==> src/rtl/unb_pkg.sv <==
// Shared constants for the nine-bit serial port
package unb_pkg;

  // ***********************************************************************
  // Clock and sampling
  // ***********************************************************************
  localparam int unsigned CLOCK_HZ       = 20_000_000;
  localparam int unsigned OVERSAMPLE     = 16;
  localparam int unsigned FIXED_SLOW_DIV = 64;
  localparam int unsigned FIXED_FAST_DIV = 32;
  localparam int unsigned T2_PRESCALE    = 2;
  // Last divider count of a sample tick in the fixed-rate mode, one less than the core clocks per tick
  localparam logic [1:0]  FIX_SLOW_LAST  = 2'(FIXED_SLOW_DIV / OVERSAMPLE - 1);
  localparam logic [1:0]  FIX_FAST_LAST  = 2'(FIXED_FAST_DIV / OVERSAMPLE - 1);

  // ***********************************************************************
  // Frame layout
  // ***********************************************************************
  localparam int unsigned FRAME_BITS    = 11;
  localparam logic [3:0]  TX_SHIFT_BITS = 4'(FRAME_BITS - 1);
  localparam logic [3:0]  STOP_IDX      = 4'(FRAME_BITS - 1);
  localparam logic [3:0]  DIV_LAST      = 4'(OVERSAMPLE - 1);
  localparam logic [3:0]  VOTE_FIRST    = 4'h7;
  localparam logic [3:0]  VOTE_MID      = 4'h8;
  localparam logic [3:0]  VOTE_LAST     = 4'h9;

  // ***********************************************************************
  // Interrupt mask register
  // ***********************************************************************
  localparam logic [7:0]  SFR_IRQ_MASK   = 8'hA8;
  localparam logic [7:0]  IRQ_MASK_RESET = 8'h00;
  localparam int unsigned GIE_BIT        = 7;
  localparam int unsigned P1_EN_BIT      = 6;
  localparam int unsigned P0_EN_BIT      = 4;

  typedef enum logic {RX_IDLE, RX_BUSY} unb_rx_e;

endpackage : unb_pkg

==> src/rtl/unb_tick_if.sv <==
// Sample-tick carrier between the rate generator and the serial core
`timescale 1ns/1ps
`default_nettype none
interface unb_tick_if;
  logic txSample;
  logic rxSample;
  modport source (output txSample, output rxSample);
  modport sink   (input txSample, input rxSample);
endinterface : unb_tick_if
`default_nettype wire

==> src/rtl/unb_baud.sv <==
// Sixteen-times sample tick generator for transmit and receive
`timescale 1ns/1ps
`default_nettype none
module unb_baud
  (
    input  wire logic        clock,
    input  wire logic        sys_rst,
    input  wire logic        fixedMode,
    input  wire logic        baudDoubler,
    input  wire logic        timer1Overflow,
    input  wire logic        txTimer2Select,
    input  wire logic        rxTimer2Select,
    input  wire logic [15:0] timer2Reload,
    unb_tick_if.source       ticks
  );
  import unb_pkg::*;

  typedef struct packed {
    logic [1:0]  preDiv;
    logic        t1Half;
    logic        t2Half;
    logic [15:0] t2Count;
  } unb_baud_s;

  unb_baud_s st;
  unb_baud_s next_st;
  logic      fixTick;
  logic      t1Tick;
  logic      t2Tick;

  // ***********************************************************************
  // Dividers
  // ***********************************************************************
  // Fixed rate: core/64 or core/32 per bit; timer 1 halves unless doubled
  always_comb
  begin
    next_st = st;
    fixTick = st.preDiv == (baudDoubler ? FIX_FAST_LAST : FIX_SLOW_LAST);
    next_st.preDiv = fixTick ? 2'h0 : st.preDiv + 2'h1;
    if (timer1Overflow)
      next_st.t1Half = !st.t1Half;
    t1Tick = timer1Overflow && (baudDoubler || st.t1Half);
    // Timer 2 counts at core/2, so each bit lasts 32 reload distances
    next_st.t2Half = !st.t2Half;
    t2Tick = st.t2Half && st.t2Count == 16'hFFFF;
    if (st.t2Half)
      next_st.t2Count = t2Tick ? timer2Reload : st.t2Count + 16'h1;
    // Parked at the reload value while unused, else the first bit is 65536 counts late
    if (fixedMode || !(txTimer2Select || rxTimer2Select))
      next_st.t2Count = timer2Reload;
  end

  always_ff @(posedge clock or posedge sys_rst)
  begin
    if (sys_rst)
      st <= '0;
    else
      st <= next_st;
  end

  // Timer 2 only serves the timer-rate mode
  assign ticks.txSample = fixedMode ? fixTick : (txTimer2Select ? t2Tick : t1Tick);
  assign ticks.rxSample = fixedMode ? fixTick : (rxTimer2Select ? t2Tick : t1Tick);
endmodule : unb_baud
`default_nettype wire

==> src/rtl/unb_serial.sv <==
// Nine-bit asynchronous serial port core with interrupt mask register
`timescale 1ns/1ps
`default_nettype none
module unb_serial
  #(
    parameter bit EXT_INTR = 1'b0
  )
  (
    input  wire logic        clock,
    input  wire logic        sys_rst,
    input  wire logic [7:0]  sfrAddr,
    input  wire logic        sfrWrite,
    input  wire logic [7:0]  sfrWdata,
    output logic [7:0]       sfrRdata,
    input  wire logic        bufWrite,
    input  wire logic [7:0]  bufWdata,
    output logic [7:0]       serialBuffer,
    input  wire logic        txNinthBit,
    input  wire logic        rxEnable,
    input  wire logic        multiprocModeBit,
    input  wire logic        baudDoubler,
    input  wire logic        timerRateMode,
    input  wire logic        timer1Overflow,
    input  wire logic        txTimer2Select,
    input  wire logic        rxTimer2Select,
    input  wire logic [15:0] timer2Reload,
    input  wire logic        txDoneSet,
    input  wire logic        txDoneClear,
    input  wire logic        rxDoneSet,
    input  wire logic        rxDoneClear,
    output logic             txDoneFlag,
    output logic             rxDoneFlag,
    output logic             rxNinthBit,
    input  wire logic        serialInPin,
    output logic             serialOutPin,
    output logic             port0IrqRequest,
    output logic             timer2OvfSuppress
  );
  import unb_pkg::*;

  // Port 1 enable is forced low when the extended option is absent
  localparam logic [7:0] IRQ_KEEP = EXT_INTR ? 8'hFF : ~(8'h01 << P1_EN_BIT);

  typedef struct packed {
    logic       txActive;
    logic       txPending;
    logic [3:0] txBits;
    logic [3:0] txDiv;
    logic [9:0] txShift;
    logic [7:0] txHold;
    logic       serialOut;
    logic       txDone;
    logic       rxDone;
    logic       rxNinth;
    logic [7:0] rxBuf;
    logic       rxSync1;
    logic       rxSync2;
    logic       rxPrev;
    unb_rx_e    rxState;
    logic [3:0] rxDiv;
    logic [3:0] rxIdx;
    logic [1:0] rxVote;
    logic [8:0] rxShift;
    logic [7:0] irqMask;
  } unb_serial_s;

  unb_serial_s st;
  unb_serial_s next_st;
  unb_tick_if  ticks ();
  logic        txRoll;
  logic        txDoneEvt;
  logic        rxFall;
  logic        bitVal;
  logic        rxTry;
  logic        rxAccept;

  // Two of three samples decide the bit
  function automatic logic vote3(input logic [2:0] s);
    vote3 = (s[0] & s[1]) | (s[0] & s[2]) | (s[1] & s[2]);
  endfunction : vote3

  // ***********************************************************************
  // Rate generator
  // ***********************************************************************
  unb_baud u_baud
    (
      .clock          (clock),
      .sys_rst        (sys_rst),
      .fixedMode      (!timerRateMode),
      .baudDoubler    (baudDoubler),
      .timer1Overflow (timer1Overflow),
      .txTimer2Select (txTimer2Select),
      .rxTimer2Select (rxTimer2Select),
      .timer2Reload   (timer2Reload),
      .ticks          (ticks.source)
    );

  // ***********************************************************************
  // Next-state logic
  // ***********************************************************************
  always_comb
  begin
    next_st   = st;
    txDoneEvt = 1'b0;
    bitVal    = 1'b0;
    rxTry     = 1'b0;
    // Register write; reserved enables are simply stored
    if (sfrWrite && sfrAddr == SFR_IRQ_MASK)
      next_st.irqMask = sfrWdata & IRQ_KEEP;

    // Transmit bit clock keeps running so a write waits for the next rollover
    txRoll = ticks.txSample && st.txDiv == DIV_LAST;
    if (ticks.txSample)
      next_st.txDiv = st.txDiv + 4'h1;
    if (txRoll)
    begin
      if (st.txActive)
      begin
        if (st.txBits != 4'h0)
        begin
          next_st.serialOut = st.txShift[0];
          next_st.txShift   = {1'b1, st.txShift[9:1]};
          next_st.txBits    = st.txBits - 4'h1;
          txDoneEvt         = st.txBits == 4'h1;
        end
        else
          next_st.txActive = 1'b0;
      end
      else if (st.txPending)
      begin
        next_st.txActive  = 1'b1;
        next_st.txPending = 1'b0;
        next_st.serialOut = 1'b0;
        next_st.txShift   = {1'b1, txNinthBit, st.txHold};
        next_st.txBits    = TX_SHIFT_BITS;
      end
    end
    // A write always queues a frame, even while one is on the line
    if (bufWrite)
    begin
      next_st.txHold    = bufWdata;
      next_st.txPending = 1'b1;
    end

    // Receive pin crosses in through two flops before any use
    next_st.rxSync1 = serialInPin;
    next_st.rxSync2 = st.rxSync1;
    next_st.rxPrev  = st.rxSync2;
    rxFall = st.rxPrev && !st.rxSync2;
    unique case (st.rxState)
      RX_IDLE:
      begin
        // Ticks run free, so the first sample of a bit may land up to one tick late
        if (rxEnable && rxFall)
        begin
          next_st.rxState = RX_BUSY;
          next_st.rxDiv   = 4'h0;
          next_st.rxIdx   = 4'h0;
        end
      end
      RX_BUSY:
      begin
        if (ticks.rxSample)
        begin
          next_st.rxDiv = st.rxDiv + 4'h1;
          if (st.rxDiv == VOTE_FIRST || st.rxDiv == VOTE_MID)
            next_st.rxVote = {st.rxVote[0], st.rxSync2};
          if (st.rxDiv == VOTE_LAST)
          begin
            bitVal        = vote3({st.rxVote, st.rxSync2});
            next_st.rxIdx = st.rxIdx + 4'h1;
            if (st.rxIdx == 4'h0)
            begin
              if (bitVal)
                next_st.rxState = RX_IDLE;
            end
            else if (st.rxIdx == STOP_IDX)
            begin
              next_st.rxState = RX_IDLE;
              rxTry           = 1'b1;
            end
            else
              next_st.rxShift = {bitVal, st.rxShift[8:1]};
          end
        end
      end
    endcase

    // Multiprocessor mode drops frames whose ninth bit is zero
    rxAccept = rxTry && !st.rxDone && (!multiprocModeBit || st.rxShift[8]);
    if (rxAccept)
    begin
      next_st.rxBuf   = st.rxShift[7:0];
      next_st.rxNinth = st.rxShift[8];
    end

    // Set wins over a clear in the same cycle
    next_st.txDone = (st.txDone && !txDoneClear) || txDoneSet || txDoneEvt;
    next_st.rxDone = (st.rxDone && !rxDoneClear) || rxDoneSet || rxAccept;
  end

  // ***********************************************************************
  // State register
  // ***********************************************************************
  always_ff @(posedge clock or posedge sys_rst)
  begin
    if (sys_rst)
    begin
      st           <= '0;
      st.serialOut <= 1'b1;
      st.txShift   <= '1;
      st.rxSync1   <= 1'b1;
      st.rxSync2   <= 1'b1;
      st.rxPrev    <= 1'b1;
      st.irqMask   <= IRQ_MASK_RESET;
    end
    else
      st <= next_st;
  end

  // ***********************************************************************
  // Outputs
  // ***********************************************************************
  // Unmapped register addresses read as zero
  assign sfrRdata          = (sfrAddr == SFR_IRQ_MASK) ? st.irqMask : 8'h00;
  assign serialBuffer      = st.rxBuf;
  assign txDoneFlag        = st.txDone;
  assign rxDoneFlag        = st.rxDone;
  assign rxNinthBit        = st.rxNinth;
  assign serialOutPin      = st.serialOut;
  // Only port 0 has flags here; port 1 enable is stored for software only when EXT_INTR is set
  assign port0IrqRequest   = st.irqMask[GIE_BIT] && st.irqMask[P0_EN_BIT]
                             && (st.txDone || st.rxDone);
  assign timer2OvfSuppress = txTimer2Select || rxTimer2Select;
endmodule : unb_serial
`default_nettype wire

==> config.mk <==
export PLATFORM = sky130hd
export DESIGN_NAME = unb_serial
export DESIGN_NICKNAME = d
export VERILOG_FILES = /design/src/rtl/unb_pkg.sv /design/src/rtl/unb_tick_if.sv /design/src/rtl/unb_baud.sv /design/src/rtl/unb_serial.sv
export SDC_FILE = /design/constraint.sdc
export NUM_CORES = 1
export LEC_CHECK = 0
export ABC_AREA = 1
export BUFFER_PORTS_ARGS = -buffer_cell sky130_fd_sc_hd__buf_2
export CAP_MARGIN = 20
export CORE_ASPECT_RATIO = 0.9
export CORE_UTILIZATION = 45
export DETAILED_ROUTE_END_ITERATION = 10
export PLACE_DENSITY = 0.69
export SYNTH_ARGS = -nofsm -noshare
export SYNTH_HDL_FRONTEND = slang
export SYNTH_SLANG_ARGS = --single-unit
==> constraint.sdc <==
create_clock -name clock -period 3.1 [get_ports clock]
set_clock_uncertainty 0.05 [all_clocks]
set_input_delay 0.62 -clock clock [delete_from_list [all_inputs] [get_ports clock]]
set_output_delay 0.62 -clock clock [all_outputs]
set_load 0.1 [all_outputs]
==> results.cfg <==
[pwr]
power_mw = 3.913
p_seq_share_pct = 42.5
p_per_area_mw_per_mm2 = 703.1
ir_drop_mv = 0.4359
p_int_mw = 2.698
netSwitchingPower_mw = 1.215
leakagePower_nw = 2.776
p_sw_share_pct = 31.05
power_frac_comb_pct = 23.1
clkPwrFrac_pct = 34.4

[layout]
final_area_sq_mm = 0.005565
antenna_cells = 0
area_growth_pct = 17.27
drive_gt1_share_pct = 22.34
regArea_sq_mm = 0.002243
nets = 703
nFillCells = 999
multiInputGateArea_sq_mm = 0.002062

[clock_tree]
cts_tree = done
clock_sinks = 89
root_buffer = clkbuf_16
cts_hold_buf = 0
insertion_delay_ns = 0.33
clkTransAtPathRegs_ns = 0.06
clockBufferDepth = 2
htree_levels = 3
cts_buffers = 9
postCtsSetupBuffers = 0
postCtsResizedCells = 0

[die]
ios = 79
start_util_pct = 46.31
rows = 35
core_area_sq_mm = 0.01025
die_w_um = 110.3
die_height_um = 99.43
dieArea_sq_mm = 0.01096

[synth]
netlist.area_leader.share_pct = 40.07
synth_area_sq_mm = 0.004746
async_reset_ff_share_pct = 100.0
ys_types = 43
yosysSeqAreaShare_pct = 47.27
synth_enable_flop_cells = 0
synth_ff_type = dfrtp_1
yosys.area.top_type = dfrtp_1
synth_area_leaders = dfrtp_1 (40%), nand2_1 (11%), dfstp_2 (7.2%)
yosysWarnings = 0
avgSynthCellArea_sq_um = 8.370
netlist_instances = 567
syn_nets = 635
synth-seq-cells = 89

[timing]
timing.hold.ws_ns = 0.3014
period_needed_ns = 2.541
maxSlewViolCount = 0
grt_setup_unrepaired = false
worst_slack_ns = 0.5589
finalSetupViolCount = 0
relSlewSlack_pct = 56.44
worstMarginPinSlew_ns = 0.6526
hold_viol_final = 0
finalSetupTns_ns = 0
fmax_mhz = 393.5
finalCritPeriodShare_pct = 81.97

[hold_path]
worst_hold_path_type = primary input to asynchronous set/reset pin

[worst_setup_path]
cp-start-kind = primary input
crit_path_max_fanout = 7
cp.required_ns = 2.43
rrSetupSlack_ns = 1.12
arrival_ns = 1.87
end_kind = output port
crit_type = primary input to output port

[detailed_routing]
ant_nets = 0
wire_per_inst_um = 11.85
wirelength_um = 9113
num_vias = 3774
viasPerCell = 4.908
drc = 0
drtIter0Drc = 167
dr.pass1.iters = 4

[global_routing]
antenna_found_initial = 0
grt_max_degree = 54
gr-total-overflow = 0
grt_pass1_vias = 3628
grt_pass1_wl_um = 15910
grt_usage_pct = 18.26

[placement]
post_dp_cell_area_sq_mm = 0.005187
dpl_worst_slack_ns = 0.5577
place_hpwl_um = 6606
gp_congestion = 0.8144
portBuffers = 76

[status]
outcome = completed

[job]
cap_violations = 0
[stage by stage]
stage / std cells / utilization (%)
final: 769 / 54.31
after global routing: 769 / 54.31
after CTS: 769 / 54.31
after detailed placement: 753 / 50.62
after global placement: 753 / 50.62
after floorplan: 567 / -
[registers in the layout, indices dropped and copies added, names as in the netlist]
register / flops
next_st: 2
rxDoneFlag: 1
rxNinthBit: 1
serialBuffer: 8
serialOutPin: 1
st: 55
txDoneFlag: 1
u_baud.st: 20
[cell usage after synthesis, types with 9 or more instances]
library cell	instances
xor2_1	13
clkbuf_1	9
o21ai_1	9
dfrtp_1	76
ha_1	11
buf_4	9
nor2_1	41
inv_1	70
nand2_1	134
o21ai_0	37
o21bai_1	18
nand3_1	33
a21oi_1	23
dfstp_2	13
[final cells by class]
class | count | area share [%]
Clock buffer | 11 | 4.541
Clock inverter | 5 | 2.248
Inverter | 75 | 5.081
Multi-Input combinational cell | 378 | 37.05
Sequential cell | 89 | 40.31
Tap cell | 129 | 2.900
Timing Repair Buffer | 82 | 7.869
[power by group through the flow]
stage | clock [mW] | sequential, mW | combinational (mW)
5_1_grt | 1.43 | 1.70 | 1.04
6_report | 1.35 | 1.66 | 0.904
3_5_place_dp | 0 | 1.68 | 0.907
2_1_floorplan | 0 | 1.62 | 0.740
4_1_cts | 1.38 | 1.66 | 0.915
3_3_place_gp | 0 | 1.67 | 0.859
[worst max-delay path: stages]
cell      delay (ns)
buf_2           0.10
nor2_1          0.09
nand3b_1        0.08
nor4_1          0.26
inv_1           0.18
nor2_1          0.11
buf_2           0.43
[cell families after synthesis]
family	synth area share (%)
simple gates	22.81
compound gates	13.34
buf+inv	9.385
flops	47.27
xor+xnor	2.953
fa+ha+maj	3.111
mux	1.055
other cells	0.07902
[routing by layer]
| layer | up-vias | track usage, % | routed length, um |
|---|---|---|---|
| met5 | - | 0 | 0 |
| met4 | 0 | 5.162 | 74 |
| met3 | 4 | 4.194 | 297 |
| met2 | 65 | 31.72 | 4530 |
| met1 | 1760 | 22.50 | 4211 |
| li1 | 1945 | - | - |
[cells in the final DEF, fill, tap and decap left out, types with 11 or more instances in the layout]
| master | count |
|---|---|
| ha_1 | 11 |
| inv_1 | 69 |
| buf_2 | 76 |
| dfstp_2 | 13 |
| nor2_1 | 41 |
| o21ai_0 | 37 |
| dfrtp_1 | 76 |
| nand2_1 | 134 |
| xor2_1 | 13 |
| o21bai_1 | 18 |
| nand3_1 | 33 |
| a21oi_1 | 23 |
[path summary, 6_finish.rpt]
kind                                           from               endpoint  cells after the start
setup / recovery                         sfrAddr[4]            sfrRdata[3]                      7
hold / removal                              sys_rst      st[3]$_DFFE_PP0P_                      2
setup reg to reg           u_baud.st[0]$_DFFE_PP0P_     st[65]$_DFFE_PP0P_                      9
hold reg to reg               next_st[29]$_DFF_PP1_  next_st[28]$_DFF_PP1_                      0
max in group asynchronous                   sys_rst       st[28]$_DFF_PP1_                      3
min in group clock            next_st[29]$_DFF_PP1_  next_st[28]$_DFF_PP1_                      0
Note: power is estimated with default switching activity, not from simulation.
